<file path="config.mk">
export PLATFORM = sky130hd
export DESIGN_NAME = fsq_unit
export DESIGN_NICKNAME = d
export VERILOG_FILES = /design/src/verilog/fsq_unit.v
export VERILOG_INCLUDE_DIRS = /design/src /design/src/verilog
export SDC_FILE = /design/constraint.sdc
export NUM_CORES = 1
export LEC_CHECK = 0
export ABC_AREA = 0
export BUFFER_PORTS_ARGS = -buffer_cell sky130_fd_sc_hd__buf_2
export CORE_UTILIZATION = 48
export CTS_CLUSTER_SIZE = 40
export DETAILED_ROUTE_END_ITERATION = 10
export PLACE_DENSITY = 0.73
export SYNTH_ARGS = -nofsm -noshare
export SYNTH_HDL_FRONTEND = slang
export SYNTH_SLANG_ARGS = --single-unit
</file>
<file path="constraint.sdc">
create_clock -name clk -period 7.6 [get_ports clk]
set_clock_uncertainty 0.15 [all_clocks]
set_input_delay 1.52 -clock clk [delete_from_list [all_inputs] [get_ports clk]]
set_output_delay 1.52 -clock clk [all_outputs]
set_load 0.01 [all_outputs]
</file>
<file path="src/verilog/fsq_unit_regs.vh">
// Constants for the float sign and square-root unit.
// Assumes single-precision operands and a 7-bit exception flag vector.
`ifndef FSQ_UNIT_REGS_VH
`define FSQ_UNIT_REGS_VH

// Operation codes
`define FSQ_OP_SIGN 8'h98
`define FSQ_OP_SIGNFLAGS 8'h99
`define FSQ_OP_SQRT 8'h6E
`define FSQ_OP_SQRTFLAGS 8'h6F

// Flag vector bit positions
`define FSQ_FLAG_DBZ 0
`define FSQ_FLAG_INX 1
`define FSQ_FLAG_UNF 2
`define FSQ_FLAG_OVF 3
`define FSQ_FLAG_INV 4
`define FSQ_FLAG_IFZ 5
`define FSQ_FLAG_OFZ 6
`define FSQ_FLAG_W 7

// Reset values
`define FSQ_FLAGS_RST 7'h00
`define FSQ_WORD_RST 32'h00000000

// Result words
`define FSQ_ONE 32'h00000001
`define FSQ_MINUS_ONE 32'hFFFFFFFF
`define FSQ_QNAN 32'hFFFFFFFF
`define FSQ_PINF 32'h7F800000

// Rounding-mode encodings
`define FSQ_RM_NEAREST 2'h0
`define FSQ_RM_POS 2'h1
`define FSQ_RM_NEG 2'h2
`define FSQ_RM_ZERO 2'h3

// Timing in cycles of the core clock
`define FSQ_SQRT_LATENCY 5'h11
`define FSQ_SQRT_RECOVERY 5'h10
`define FSQ_SQRT_STEPS 5'h0D

`endif

</file>
<file path="src/verilog/fsq_unit.v">
// Float sign, sign-flags, square root and square-root-flags execution unit.
// Assumes the issue logic presents one operation per slot per cycle and the
// register file writes a destination when the matching write enable is high.
//
// Operation
// RQ1 - Sign writes 0 for zero, 1 for positive, all ones for negative
// RQ2 - Sign treats denormal operand as zero, returns 0, sets input-flushed flag
// RQ3 - Sign uses code 152, one operand, latency one, slot three only
// RQ4 - Sign-flags uses code 153, one operand, latency one, slot three only
// RQ5 - Square root uses code 110, latency 17, recovery 16, slot two only
// RQ6 - Status flags are sticky; only an explicit status write clears them
// RQ7 - Status flags update in the cycle the destination is written
// RQ8 - Simultaneous flag updates are ORed together and with current flags
// RQ9 - Guard bit zero blocks destination and flag updates; one allows both
// RQ10 - Sign-flags writes the sign's flag vector, leaves status flags alone
// RQ11 - Flag vector: dbz0 inx1 unf2 ovf3 inv4 ifz5 ofz6, upper bits zero
// RQ12 - Sign-flags on denormal computes as zero and reports input-flushed bit
// RQ13 - Sign of NaN returns 0 and raises invalid; sign-flags reports invalid
// RQ14 - Square root rounds by the status-word rounding mode
// RQ15 - Square root substitutes zero for denormal input, sets input-flushed
// RQ16 - Denormal square-root result becomes zero with output-flushed flag
// RQ17 - Square root of negative operand gives quiet NaN and invalid
// RQ18 - Square root of positive infinity is positive infinity, no flags
// RQ19 - Sign of negative infinity or negative normal is minus one, no flag
// RQ20 - Square root sets inexact when rounded result differs from exact root
// RQ21 - Square-root-flags shares layout and timing, leaves status flags alone

`timescale 1ns/1ps
`include "fsq_unit_regs.vh"

module fsq_unit
(
  input wire clk,
  input wire rst,
  input wire cmp_issue,
  input wire [7:0] cmp_opcode,
  input wire [31:0] cmp_source_register,
  input wire [31:0] cmp_guard,
  input wire [6:0] cmp_dest,
  input wire tough_issue,
  input wire [7:0] tough_opcode,
  input wire [31:0] tough_source_register,
  input wire [31:0] tough_guard,
  input wire [6:0] tough_dest,
  input wire [1:0] round_mode,
  input wire ext_flags_valid,
  input wire [6:0] ext_flags,
  input wire status_wr,
  input wire [6:0] status_wr_flags,
  output reg cmp_wr_en,
  output reg [6:0] cmp_wr_dest,
  output reg [31:0] cmp_wr_data,
  output reg tough_wr_en,
  output reg [6:0] tough_wr_dest,
  output reg [31:0] tough_wr_data,
  output reg tough_busy,
  output reg [6:0] program_status_word
);

  ////////////////////////////////////////////////////////////////////////////
  // Compare-unit decode: sign and sign-flags, one cycle

  wire [7:0] cmp_exp;
  wire [22:0] cmp_frac;
  wire cmp_is_zero;
  wire cmp_is_denorm;
  wire cmp_is_nan;
  wire cmp_op_sign;
  wire cmp_op_flags;
  wire cmp_take;
  wire [31:0] sign_value;
  wire [6:0] sign_flags;

  assign cmp_exp = cmp_source_register[30:23];
  assign cmp_frac = cmp_source_register[22:0];
  assign cmp_is_zero = (cmp_exp == 8'h00);
  assign cmp_is_denorm = cmp_is_zero && (cmp_frac != 23'h000000);
  assign cmp_is_nan = (cmp_exp == 8'hFF) && (cmp_frac != 23'h000000);
  assign cmp_op_sign = (cmp_opcode == `FSQ_OP_SIGN); // RQ3
  assign cmp_op_flags = (cmp_opcode == `FSQ_OP_SIGNFLAGS); // RQ4
  // Guard false drops the operation entirely
  assign cmp_take = cmp_issue && cmp_guard[0] && (cmp_op_sign || cmp_op_flags); // RQ9

  // Zero, flushed denormals and NaNs all answer 0; infinities keep their sign
  assign sign_value = (cmp_is_zero || cmp_is_nan) ? `FSQ_WORD_RST : // RQ1 RQ13
    (cmp_source_register[31] ? `FSQ_MINUS_ONE : `FSQ_ONE); // RQ1 RQ19
  assign sign_flags = ({6'h00, cmp_is_denorm} << `FSQ_FLAG_IFZ) | // RQ2 RQ12
    ({6'h00, cmp_is_nan} << `FSQ_FLAG_INV); // RQ13

  ////////////////////////////////////////////////////////////////////////////
  // Long-latency unit: issue, special cases, operand preparation

  wire [7:0] sq_exp;
  wire [22:0] sq_frac;
  wire sq_sign;
  wire sq_op_root;
  wire sq_op_flags;
  wire sq_accept;
  wire [8:0] sq_exp_sum;
  reg sq_special;
  reg [31:0] sq_special_value;
  reg [6:0] sq_special_flags;

  assign sq_exp = tough_source_register[30:23];
  assign sq_frac = tough_source_register[22:0];
  assign sq_sign = tough_source_register[31];
  assign sq_op_root = (tough_opcode == `FSQ_OP_SQRT); // RQ5
  assign sq_op_flags = (tough_opcode == `FSQ_OP_SQRTFLAGS); // RQ21
  // A new issue inside the recovery window is ignored
  assign sq_accept = tough_issue && !tough_busy && (sq_op_root || sq_op_flags); // RQ5
  assign sq_exp_sum = {1'b0, sq_exp} + 9'h07F;

  always @*
  begin
    sq_special = 1'b1;
    sq_special_value = `FSQ_WORD_RST;
    sq_special_flags = `FSQ_FLAGS_RST;
    if (sq_exp == 8'h00)
    begin
      // Zero and flushed denormals keep their sign, as the root of a signed zero
      sq_special_value = {sq_sign, 31'h00000000};
      if (sq_frac != 23'h000000)
      begin
        sq_special_flags[`FSQ_FLAG_IFZ] = 1'b1; // RQ15
      end
    end
    else if (sq_exp == 8'hFF && sq_frac != 23'h000000)
    begin
      sq_special_value = `FSQ_QNAN;
      // Only a signalling NaN raises invalid
      sq_special_flags[`FSQ_FLAG_INV] = !sq_frac[22];
    end
    else if (sq_sign)
    begin
      sq_special_value = `FSQ_QNAN; // RQ17
      sq_special_flags[`FSQ_FLAG_INV] = 1'b1; // RQ17
    end
    else if (sq_exp == 8'hFF)
    begin
      sq_special_value = `FSQ_PINF; // RQ18
    end
    else
    begin
      sq_special = 1'b0;
    end
  end

  ////////////////////////////////////////////////////////////////////////////
  // Long-latency unit: two root bits per cycle

  reg [4:0] sq_cnt_r;
  wire [4:0] sq_cnt_nxt;
  reg [51:0] sq_rad_r;
  reg [27:0] sq_rem_r;
  reg [25:0] sq_root_r;
  reg [7:0] sq_rexp_r;
  reg [1:0] sq_rm_r;
  reg sq_special_r;
  reg [31:0] sq_sval_r;
  reg [6:0] sq_sflags_r;
  reg sq_guard_r;
  reg sq_is_flags_r;
  reg [6:0] sq_dest_r;
  reg [27:0] step_rem;
  reg [25:0] step_root;
  reg [51:0] step_rad;
  reg [27:0] step_trial;
  integer i;

  always @*
  begin
    step_rem = sq_rem_r;
    step_root = sq_root_r;
    step_rad = sq_rad_r;
    step_trial = 28'h0000000;
    for (i = 0; i < 2; i = i + 1)
    begin
      step_rem = {step_rem[25:0], step_rad[51:50]};
      step_rad = {step_rad[49:0], 2'b00};
      step_trial = {step_root[25:0], 2'b01};
      if (step_rem >= step_trial)
      begin
        step_rem = step_rem - step_trial;
        step_root = {step_root[24:0], 1'b1};
      end
      else
      begin
        step_root = {step_root[24:0], 1'b0};
      end
    end
  end

  ////////////////////////////////////////////////////////////////////////////
  // Long-latency unit: rounding and flag vector

  wire sq_guard_bit;
  wire sq_sticky;
  wire sq_inexact;
  reg sq_round_up;
  wire [24:0] sq_mant_rnd;
  wire [7:0] sq_exp_rnd;
  reg [31:0] sq_value;
  reg [6:0] sq_flags;

  assign sq_guard_bit = sq_root_r[1];
  assign sq_sticky = sq_root_r[0] || (sq_rem_r != 28'h0000000);
  assign sq_inexact = sq_guard_bit || sq_sticky; // RQ20

  always @*
  begin
    case (sq_rm_r) // RQ14
      `FSQ_RM_NEAREST: sq_round_up = sq_guard_bit && (sq_sticky || sq_root_r[2]);
      `FSQ_RM_POS: sq_round_up = sq_inexact;
      `FSQ_RM_NEG: sq_round_up = 1'b0;
      `FSQ_RM_ZERO: sq_round_up = 1'b0;
      default: sq_round_up = 1'b0;
    endcase
  end

  assign sq_mant_rnd = {1'b0, sq_root_r[25:2]} + {24'h000000, sq_round_up};
  // Carry out of the mantissa bumps the exponent by one
  assign sq_exp_rnd = sq_rexp_r + {7'h00, sq_mant_rnd[24]};

  always @*
  begin
    sq_value = `FSQ_WORD_RST;
    sq_flags = `FSQ_FLAGS_RST;
    if (sq_special_r)
    begin
      sq_value = sq_sval_r;
      sq_flags = sq_sflags_r;
    end
    else if (sq_exp_rnd == 8'h00)
    begin
      // A normal input keeps the root exponent at 64 or above, so this flush is only a safeguard
      sq_flags[`FSQ_FLAG_OFZ] = 1'b1; // RQ16
    end
    else
    begin
      sq_value = {1'b0, sq_exp_rnd, sq_mant_rnd[22:0]};
      sq_flags[`FSQ_FLAG_INX] = sq_inexact; // RQ20
    end
  end

  assign sq_cnt_nxt = sq_accept ? (`FSQ_SQRT_LATENCY - 5'h01) : // RQ5
    ((sq_cnt_r != 5'h00) ? (sq_cnt_r - 5'h01) : sq_cnt_r);

  always @(posedge clk)
  begin
    if (rst)
    begin
      sq_cnt_r <= 5'h00;
      tough_busy <= 1'b0;
      sq_rad_r <= 52'h0000000000000;
      sq_rem_r <= 28'h0000000;
      sq_root_r <= 26'h0000000;
      sq_rexp_r <= 8'h00;
      sq_rm_r <= `FSQ_RM_NEAREST;
      sq_special_r <= 1'b0;
      sq_sval_r <= `FSQ_WORD_RST;
      sq_sflags_r <= `FSQ_FLAGS_RST;
      sq_guard_r <= 1'b0;
      sq_is_flags_r <= 1'b0;
      sq_dest_r <= 7'h00;
    end
    else
    begin
      sq_cnt_r <= sq_cnt_nxt;
      // Busy covers the recovery window; the last latency cycle may reissue
      tough_busy <= (sq_cnt_nxt > (`FSQ_SQRT_LATENCY - `FSQ_SQRT_RECOVERY)); // RQ5
      if (sq_accept)
      begin
        // Odd unbiased exponent needs one more radicand shift to stay even
        if (sq_exp[0])
        begin
          sq_rad_r <= {1'b0, 1'b1, sq_frac, 27'h0000000};
        end
        else
        begin
          sq_rad_r <= {1'b1, sq_frac, 28'h0000000};
        end
        sq_rem_r <= 28'h0000000;
        sq_root_r <= 26'h0000000;
        sq_rexp_r <= sq_exp_sum[8:1];
        sq_rm_r <= round_mode; // RQ14
        sq_special_r <= sq_special;
        sq_sval_r <= sq_special_value;
        sq_sflags_r <= sq_special_flags;
        sq_guard_r <= tough_guard[0];
        sq_is_flags_r <= sq_op_flags;
        sq_dest_r <= tough_dest;
      end
      else if (sq_cnt_r > (`FSQ_SQRT_LATENCY - `FSQ_SQRT_STEPS - 5'h01))
      begin
        sq_rad_r <= step_rad;
        sq_rem_r <= step_rem;
        sq_root_r <= step_root;
      end
    end
  end

  ////////////////////////////////////////////////////////////////////////////
  // Write-back and sticky status flags

  wire sq_done;
  wire sq_write;
  reg [6:0] flags_nxt;

  assign sq_done = (sq_cnt_r == 5'h01);
  assign sq_write = sq_done && sq_guard_r; // RQ9

  always @*
  begin
    // A clear and a set in one cycle: the set wins
    flags_nxt = status_wr ? status_wr_flags : program_status_word; // RQ6
    if (cmp_take && cmp_op_sign)
    begin
      flags_nxt = flags_nxt | sign_flags; // RQ8
    end
    if (sq_write && !sq_is_flags_r)
    begin
      flags_nxt = flags_nxt | sq_flags; // RQ8
    end
    if (ext_flags_valid)
    begin
      flags_nxt = flags_nxt | ext_flags; // RQ8
    end
  end

  always @(posedge clk)
  begin
    if (rst)
    begin
      cmp_wr_en <= 1'b0;
      cmp_wr_dest <= 7'h00;
      cmp_wr_data <= `FSQ_WORD_RST;
      tough_wr_en <= 1'b0;
      tough_wr_dest <= 7'h00;
      tough_wr_data <= `FSQ_WORD_RST;
      program_status_word <= `FSQ_FLAGS_RST;
    end
    else
    begin
      // Flags load on the same edge as the destination write strobe
      program_status_word <= flags_nxt; // RQ7
      cmp_wr_en <= cmp_take; // RQ3
      cmp_wr_dest <= cmp_dest;
      if (cmp_take)
      begin
        cmp_wr_data <= cmp_op_flags ? {25'h0000000, sign_flags} : sign_value; // RQ1 RQ10
      end
      tough_wr_en <= sq_write; // RQ5
      tough_wr_dest <= sq_dest_r;
      if (sq_write)
      begin
        tough_wr_data <= sq_is_flags_r ? {25'h0000000, sq_flags} : sq_value; // RQ11 RQ14
      end
    end
  end

endmodule

</file>
==> results of run 1 <==
==> cells in the mapped netlist (11+ instances only) <==
cell / number / share of area, %
nand2_1: 230 / 7.8
dfxtp_1: 169 / 31
a21oi_1: 148 / 6.7
o21ai_0: 94 / 4.3
nor2_1: 93 / 3.2
clkbuf_1: 70 / 2.4
ha_1: 66 / 7.5
xnor2_1: 61 / 4.8
inv_1: 51 / 1.7
nor2b_1: 38 / 2.2
nand3_1: 37 / 1.7
a21o_1: 34 / 2.3
a211oi_1: 32 / 2.2
nor3_1: 31 / 1.4
buf_4: 29 / 2.0
a311oi_1: 28 / 2.2
nor4_1: 24 / 1.4
nand4_1: 23 / 1.3
xor2_1: 22 / 1.7
and3_1: 21 / 1.2
a31oi_1: 20 / 1.1
nand2b_1: 11 / 0.62
==> worst max-delay path: stages, from the launching register on <==
cell and delay [ps]:
dfxtp_1 380, inv_1 130, ha_1 440, nand4_1 190, nor4_1 570, nand3_1 200
a31oi_2 340, nor3_4 120, buf_4 240, o21ai_0 280, ha_1 350, a21o_1 220
a21o_1 170, a2111oi_0 630, o31a_1 300, o211ai_2 120, a41oi_2 490, buf_4 340
nor2_1 90, xnor2_1 120, a31o_1 210
==> power by group through the flow <==
stage,combinational [W],sequential [W],clock (W)
final,0.00470,0.00101,0.000926
after CTS,0.00463,0.00101,0.000941
after global routing,0.00514,0.00102,0.000978
after detailed placement,0.00461,0.00103,0
after floorplan,0.00370,0.00101,0
after global placement,0.00453,0.00103,0
==> cell families (layout without fill, tap and decap cells) <==
family,after synthesis,in the layout,share of synthesized area (%)
AOI/OAI and AO/OA,430,430,24.9
buffers and inverters,162,301,6.59
and+or+nand+nor,532,532,22.4
xor gates and xnor gates,83,83,6.59
other,0,2,0
muxes,14,14,1.33
DFF,169,169,30.7
adders and majority gates,66,66,7.49
==> sequential cells by signal (all words and copies together) (netlist names), 3 cells and up <==
register / count
cmp_wr_data: 4
cmp_wr_dest: 7
program_status_word: 7
sq_cnt_r: 5
sq_dest_r: 7
sq_rad_r: 25
sq_rem_r: 28
sq_rexp_r: 8
sq_root_r: 26
sq_sval_r: 3
tough_wr_data: 32
tough_wr_dest: 7
==> per-stage QoR <==
step / util, % / area, sq um / hold slack [ps]
floorplan: - / 11000 / 282
global placement: 53.1 / 12000 / 288
detailed placement: 53.1 / 12000 / 297
CTS: 55.9 / 12600 / 305
global route: 55.9 / 12600 / 318
finish: 55.9 / 12600 / 302
==> layout by cell type, fill, tap and decap left out, drive strengths merged, types with 33 or more instances in the layout <==
| cell | synthesis | routed |
|---|---|---|
| a211oi | 33 | 33 |
| a21o | 34 | 34 |
| a21oi | 148 | 148 |
| buf | 41 | 218 |
| dfxtp | 169 | 169 |
| ha | 66 | 66 |
| inv | 51 | 57 |
| nand2 | 230 | 230 |
| nand3 | 37 | 37 |
| nor2 | 93 | 93 |
| nor2b | 38 | 38 |
| o21ai | 101 | 101 |
| xnor2 | 61 | 61 |
==> final cells by class <==
| class | count | area, sq um | area share (%) |
|---|---|---|---|
| Inverter | 51 | 191 | 1.52 |
| Tap cell | 285 | 357 | 2.83 |
| Clock buffer | 18 | 439 | 3.48 |
| Clock inverter | 14 | 186 | 1.48 |
| Timing Repair Buffer | 218 | 1130 | 8.92 |
| Sequential cell | 169 | 3380 | 26.8 |
| Antenna cell | 2 | 5.00 | 0.0397 |
| Multi-Input combinational cell | 1125 | 6930 | 54.9 |
==> routing by layer <==
layer | global-route usage, % | share of wire (%)
met2 | 42.4 | 46
met3 | 4.76 | 5.5
met1 | 33.4 | 44
met4 | 14.2 | 4.6
met5 | 0 | 0
==> worst max-delay path by stage <==
stage / start / to / slack [ps] / depth (start not counted)
after global routing: sq_root_r[17] / sq_rem_r[2] / 1030 / 20
after CTS: sq_root_r[14] / sq_rem_r[2] / 1440 / 20
final: sq_root_r[14] / sq_rem_r[2] / 1420 / 20
after floorplan: sq_root_r[11] / sq_rem_r[25] / 2260 / 23
after global placement: sq_root_r[14] / sq_rem_r[2] / 1590 / 20
after detailed placement: sq_root_r[14] / sq_rem_r[2] / 1500 / 20
==> results.yml, run 1 <==
pwr:
  peakVddDrop_uv: 406
  finalPower_w: 0.00664
  power.switching_w: 0.00331
  p_per_area_nw_per_um2: 526
  p_leak_nw: 5.14
  comb_power_share_pct: 70.8
  seqPwrFrac_pct: 15.2
  p_clk_share_pct: 13.9
  netSwitchingFraction_pct: 49.8
  p_int_w: 0.00333
detailed_routing:
  post-route-drc-count: 0
  drt_iter0_markers: 805
  first_pass_iters: 4
  vias_per_cell: 5.83
  num_vias: 10977
  ant_nets: 0
  wl_per_cell_um: 16.8
  drt_wl_total_um: 31600
setup_path:
  cp.required_ps: 7780
  critPathLaunchType: "flip-flop"
  r2r-start: "sq_root_r[14]"
  timing.rr.end: "sq_rem_r[2]"
  r2r_slack_ps: 1420
  path_max_fanout: 23
  rr_worst_depth: 20
  worst_ep_arrival_time_ps: 6360
  crit_type: "reg2reg"
  endpoint_kind: "flip-flop"
cts:
  cts_hold_buf: 0
  htree_levels: 4
  cts_setup_buffers: 0
  cts_resized: 0
  cts_tree: "done"
  insertion_delay_ps: 440
  cts.sinks: 169
  cts_buffer_depth: 2
  clk_pin_slew_ps: 70
  cts_buffers: 17
  cts_root_buf: "clkbuf_16"
place:
  io_buffers: 205
  place_ws_ps: 1500
  dp.cells: 1848
  dp_hpwl_um: 23600
  gp_congestion: 0.882
sta:
  finalSetupViolCount: 0
  setup_ws_ps: 1420
  period_share_pct: 81.3
  timing.final.crit_period_ps: 6180
  fmax_ghz: 0.162
  hold_viol: 0
  setup_tns_ps: 0
  slew_violations: 0
  rsz0062_at_grt: "no"
  worst_slew_pin_slew_ps: 1060
  slew_headroom_pct: 29.5
finish:
  drive_gt1_share_pct: 17.1
  syn_to_final_growth_pct: 14.5
  num-fill-cells: 2153
  nNetsFinal: 1828
  final_cells: 1882
logic_synthesis:
  ys_warn_count: 0
  synth-edff-count: 0
  synth_nets: 1702
  synthFlopType: "dfxtp_1"
  seq_area_frac_synth_pct: 30.7
  ys_seq_elements: 169
  synth.distinct_cells: 73
  netlist_instances: 1456
  ys_async_sr_fraction_pct: 0
  synth_area_per_cell_sq_um: 7.57
  synth_area_sq_um: 11000
min_path:
  min-delay-start: "tough_wr_data[23]"
  worstHoldPathCells: 2
  hold_path_class: "reg2reg"
  whs_endpoint: "tough_wr_data[23]"
global_route:
  grt_pass1_wl_um: 49900
  grt_max_degree: 80
  track_usage_pct: 26.3
  grt_antenna_before_repair: 2
  grt_remaining_overflow: 0
  first_global_vias: 9841
outcome:
  outcome: "complete, no violations"
floorplanning:
  num_io_pins: 268
  core_area_sq_um: 22600
  die-area_sq_um: 23600
  die_h_um: 154
  row_count: 55
  die-width_um: 154
  start_util_pct: 48.8
flow_run:
  drv_cap: 0
Power figures use the tool's default switching activity.
==> run 2, diff against run 1 <==
- PLACE_DENSITY: 0.73 -> 0.76
- clock period: 7.6 -> 5.5 ns (I/O delays scaled with it)
==> results.yml, run 2 (synthesis results as in run 1) <==
finish:
  final_area_sq_um: 13300
  top_regs: "tough_wr_data x32, sq_rem_r x28, sq_root_r x26"
  drive_gt1_share_pct: 21.5
  final_cell_mix: "nand2_1, buf_2, dfxtp_1"
  finish.utilization_pct: 58.7
  top_register: "tough_wr_data"
  largest_register_ffs: 32
  num-fill-cells: 2046
  multi_input_area_sq_um: 6980
  mostFrequentLayoutCell: "nand2_1"
  register_area_sq_um: 3380
  syn_to_final_growth_pct: 20.2
  nNetsFinal: 1910
floorplanning:
  start_util_pct: 48.8
  die_h_um: 154
  num_io_pins: 268
  die-area_sq_um: 23600
  core_area_sq_um: 22600
  row_count: 55
  die-width_um: 154
global_route:
  grt_remaining_overflow: 0
  grt_antenna_before_repair: 2
  track_usage_pct: 26.2
  first_global_vias: 9945
  grt_pass1_wl_um: 50100
  grt_max_degree: 80
sta:
  finalSetupViolCount: 0
  timing.final.crit_period_ps: 5240
  rsz0062_at_grt: "no"
  slew_headroom_pct: 30.6
  worst_slew_pin_slew_ps: 1040
  setup_ws_ps: 262
  setup_tns_ps: 0
  fmax_ghz: 0.191
  hold_viol: 0
  period_share_pct: 95.2
  fin_hold_ws_ps: 304
  slew_violations: 0
place:
  place_ws_ps: 11.9
  io_buffers: 205
  placed_area_sq_um: 12600
  dp_hpwl_um: 24300
  gp_congestion: 0.917
detailed_routing:
  num_vias: 11232
  vias_per_cell: 5.72
  post-route-drc-count: 0
  ant_nets: 0
  drt_iter0_markers: 791
  first_pass_iters: 5
  drt_wl_total_um: 32100
  wl_per_cell_um: 16.3
pwr:
  p_per_area_nw_per_um2: 746
  peakVddDrop_uv: 507
  p_leak_nw: 5.52
setup_path:
  endpoint_kind: "flip-flop"
  worst_ep_arrival_time_ps: 5420
  cp.required_ps: 5680
  path_max_fanout: 26
  crit_type: "reg2reg"
  critPathLaunchType: "flip-flop"
cts:
  cts_root_buf: "clkbuf_16"
  insertion_delay_ps: 440
  clk_pin_slew_ps: 70
  cts_tree: "done"
  htree_levels: 4
  cts.sinks: 169
  cts_buffer_depth: 2
  cts_buffers: 17
flow_run:
  drv_cap: 0
min_path:
  hold_path_class: "reg2reg"
outcome:
  outcome: "complete, no violations"
## run 2: path summary, 6_finish.rpt
path / start / end / slack [ps] / depth (start not counted)
worst max-delay path: sq_root_r[3] / sq_rem_r[25] / 260 / 22
worst min-delay path: tough_wr_data[12] / tough_wr_data[12] / 300 / 2
worst max register to register: sq_root_r[3] / sq_rem_r[25] / 260 / 22
worst min register to register: tough_wr_data[12] / tough_wr_data[12] / 300 / 2
## run 2: per-stage QoR
stage	total power [W]	cells
floorplan	0.00651	1456
global placement	0.00836	1928
detailed placement	0.00845	1928
CTS	0.00970	1960
global route	0.0106	1964
finish	0.00988	1964
## run 2: metal layers
metal	global-route usage, %	wire [um]	share of wire, %
met3	3.52	1980	6.2
met1	35.1	14300	45
met5	0	0	0
met2	42.2	14600	45
met4	11.2	1180	3.7
## run 2: timing repair
action / CTS / global route
cloned: 0 / 1
hold buffers: 0 / 0
endpoints found under the setup margin: 1 / 45
pin swaps: 0 / 3
resized for setup: 1 / 11
hold endpoints to repair: 0 / 0
setup buffers: 0 / 1
## run 2: worst max-delay path, cell delays in order, from the launching register on
cell and delay (ps):
dfxtp_1 340, inv_1 90, ha_1 360, a211oi_1 280
nor2_1 130, o311ai_4 320, a31oi_4 190, nor3_4 310
buf_4 190, buf_6 180, nand2_1 80, o21ai_0 140
ha_1 310, a21o_1 160, a21oi_1 130, o21ai_0 100
a31oi_1 240, o21ai_0 110, a311o_1 400, a41oi_2 160
buf_4 190, nor2_1 130, a2111oi_2 400
## run 2: layout make-up
class                      count  share of cell area (%)
antenna                        2                  0.0378
clock buffer                  20                    3.45
clock inverter                12                    1.06
inverter                      51                    1.44
multi-input combinational   1126                    52.7
sequential                   169                    25.5
tap                          285                    2.69
timing repair buffer         299                    13.1
## run 2: power breakdown
group          switching (W)  internal (W)
clock               0.000522      0.000700
sequential         0.0000840       0.00131
combinational        0.00414       0.00312
==> run 3, diff against run 2 <==
- BUFFER_PORTS_ARGS: -buffer_cell sky130_fd_sc_hd__buf_2 -> unset
- DONT_BUFFER_PORTS: unset -> 1
- PLACE_DENSITY: 0.76 -> 0.65
==> results.yml, run 3 (synthesis results as in run 1) <==
detailed_routing:
  vias_per_cell: 5.95
  num_vias: 10407
  post-route-drc-count: 0
  drt_wl_total_um: 30400
  ant_nets: 0
  wl_per_cell_um: 17.4
  first_pass_iters: 5
  drt_iter0_markers: 754
cts:
  clk_pin_slew_ps: 70
  htree_levels: 4
  cts_tree: "done"
  cts_root_buf: "clkbuf_16"
  cts.sinks: 169
  cts_hold_buf: 0
  cts_buffers: 17
  insertion_delay_ps: 440
  cts_buffer_depth: 2
setup_path:
  endpoint_kind: "flip-flop"
  path_max_fanout: 5
  worst_ep_arrival_time_ps: 5480
  worstPathCellList: "ha_1 > a21o_1 > a21o_1 > a21o_1 > a221o_2 > nor3_4 > buf_4 > nand2_1 > o21ai_1 > ha_1 > a21o_1 > a21o_1 > a21oi_1 > o21ai_0 > a31oi_1 > o21ai_0 > a311o_1 > a41oi_2 > buf_4 > nor3_1 > and2_1 > a211o_1"
  crit_buf_inv: 2
  crit_family: "compound AO/OA/AOI/OAI gates"
  cp.required_ps: 5680
  path_common_cell: "a21o_1"
  slowest_stage: "a221o_2"
  timing.rr.end: "sq_rem_r[23]"
  critPathLaunchType: "flip-flop"
  crit_type: "reg2reg"
  rr_worst_depth: 22
  r2r-start: "sq_rem_r[11]"
  slowest_delay_ps: 470
  r2r_slack_ps: 210
finish:
  drive_gt1_share_pct: 11.1
  final_area_sq_um: 12300
  final_cells: 1750
  mostFrequentLayoutCell: "nand2_1"
  largest_register_ffs: 32
  num-fill-cells: 2186
  top_register: "tough_wr_data"
  top_regs: "tough_wr_data x32, sq_rem_r x28, sq_root_r x26"
  nNetsFinal: 1697
  syn_to_final_growth_pct: 11.2
  final_cell_mix: "nand2_1, dfxtp_1, a21oi_1"
global_route:
  track_usage_pct: 25.1
  grt_antenna_before_repair: 1
  first_global_vias: 9149
  grt_pass1_wl_um: 47600
  grt_max_degree: 109
  grt_remaining_overflow: 0
place:
  dp.cells: 1713
  placed_area_sq_um: 11500
  place_ws_ps: -39.8
  gp_congestion: 0.885
  io_buffers: 0
  dp_hpwl_um: 22300
floorplanning:
  row_count: 55
  die_h_um: 154
  num_io_pins: 268
  die-width_um: 154
  core_area_sq_um: 22600
  die-area_sq_um: 23600
  start_util_pct: 48.8
pwr:
  p_leak_nw: 4.57
  peakVddDrop_uv: 585
  p_per_area_nw_per_um2: 829
sta:
  setup_ws_ps: 205
  fmax_ghz: 0.189
  period_share_pct: 96.3
  hold_viol: 0
  worst_slew_pin_slew_ps: 977
  setup_tns_ps: 0
  finalSetupViolCount: 0
  slew_headroom_pct: 34.8
  slew_violations: 0
  fin_hold_ws_ps: 304
  timing.final.crit_period_ps: 5290
min_path:
  min-delay-start: "sq_sval_r[30]"
  hold_path_class: "reg2reg"
  whs_endpoint: "sq_sval_r[30]"
  worstHoldPathCells: 2
outcome:
  outcome: "complete, no violations"
flow_run:
  drv_cap: 0
## run 3: cell count changes in the layout (fill, tap and decap cells not counted), moves of 3 or more
cell / previous run / this run
buf_2: 204 / 0
buf_4: 94 / 83
dfxtp_1: 168 / 165
o21ai_0: 93 / 87
o21ai_1: 6 / 11
## run 3: worst max-delay path by stage
| stage | startpoint | end | slack, ps | cells past startpoint |
|---|---|---|---|---|
| 2_1_floorplan | sq_root_r[11] | sq_rem_r[25] | 160 | 23 |
| 3_3_place_gp | sq_rem_r[11] | sq_rem_r[25] | 20 | 18 |
| 3_5_place_dp | sq_rem_r[21] | tough_wr_data[10] | -40 | 22 |
| 4_1_cts | sq_root_r[14] | sq_rem_r[25] | 50 | 19 |
| 5_1_grt | sq_root_r[3] | sq_rem_r[25] | -20 | 22 |
| 6_report | sq_rem_r[11] | sq_rem_r[23] | 210 | 22 |
## run 3: final cells by class
type / count / area (sq um) / share of cell area (%)
diodes: 1 / 2.50 / 0.0204
clock buffers: 19 / 443 / 3.61
clock inverters: 13 / 156 / 1.28
inverters: 51 / 191 / 1.56
multi-input cells: 1126 / 7050 / 57.5
flip-flops and latches: 169 / 3390 / 27.7
well taps: 285 / 357 / 2.91
repair buffers: 86 / 666 / 5.43
## run 3: metrics by stage
step / utilization, % / power (W)
global placement: 51.0 / 0.00855
floorplan: - / 0.00651
CTS: 53.7 / 0.00989
finish: 54.3 / 0.0102
detailed placement: 51.0 / 0.00860
global route: 54.3 / 0.0109
## run 3: routing by layer
| layer | part of all wire [%] | GRT usage (%) |
|---|---|---|
| met5 | 0 | 0 |
| met4 | 2.1 | 8.57 |
| met3 | 6.2 | 4.20 |
| met2 | 45 | 38.2 |
| met1 | 47 | 35.8 |
## run 3: worst reg2reg max path, delay by kind of cell (launching register included)
| family | cells | cell delay (ps) |
|---|---|---|
| simple gates | 4 | 640 |
| compound gates | 14 | 3020 |
| buf+inv | 2 | 370 |
| flops | 1 | 440 |
| fa+ha+maj | 2 | 580 |
## run 3: what timing repair did
item	in CTS	in global routing
pin swaps	1	7
setup buffers	2	1
hold endpoints to repair	0	0
resized for setup	1	34
cloned	0	1
endpoints found under the setup margin	3	52
## run 3: power by group
group | leakage (nW) | total [W] | internal (W) | switching [W]
registers | 1.37 | 0.00140 | 0.00131 | 0.0000904
logic | 2.91 | 0.00753 | 0.00330 | 0.00423
clock network | 0.284 | 0.00123 | 0.000659 | 0.000575
total | 4.57 | 0.0102 | 0.00526 | 0.00490
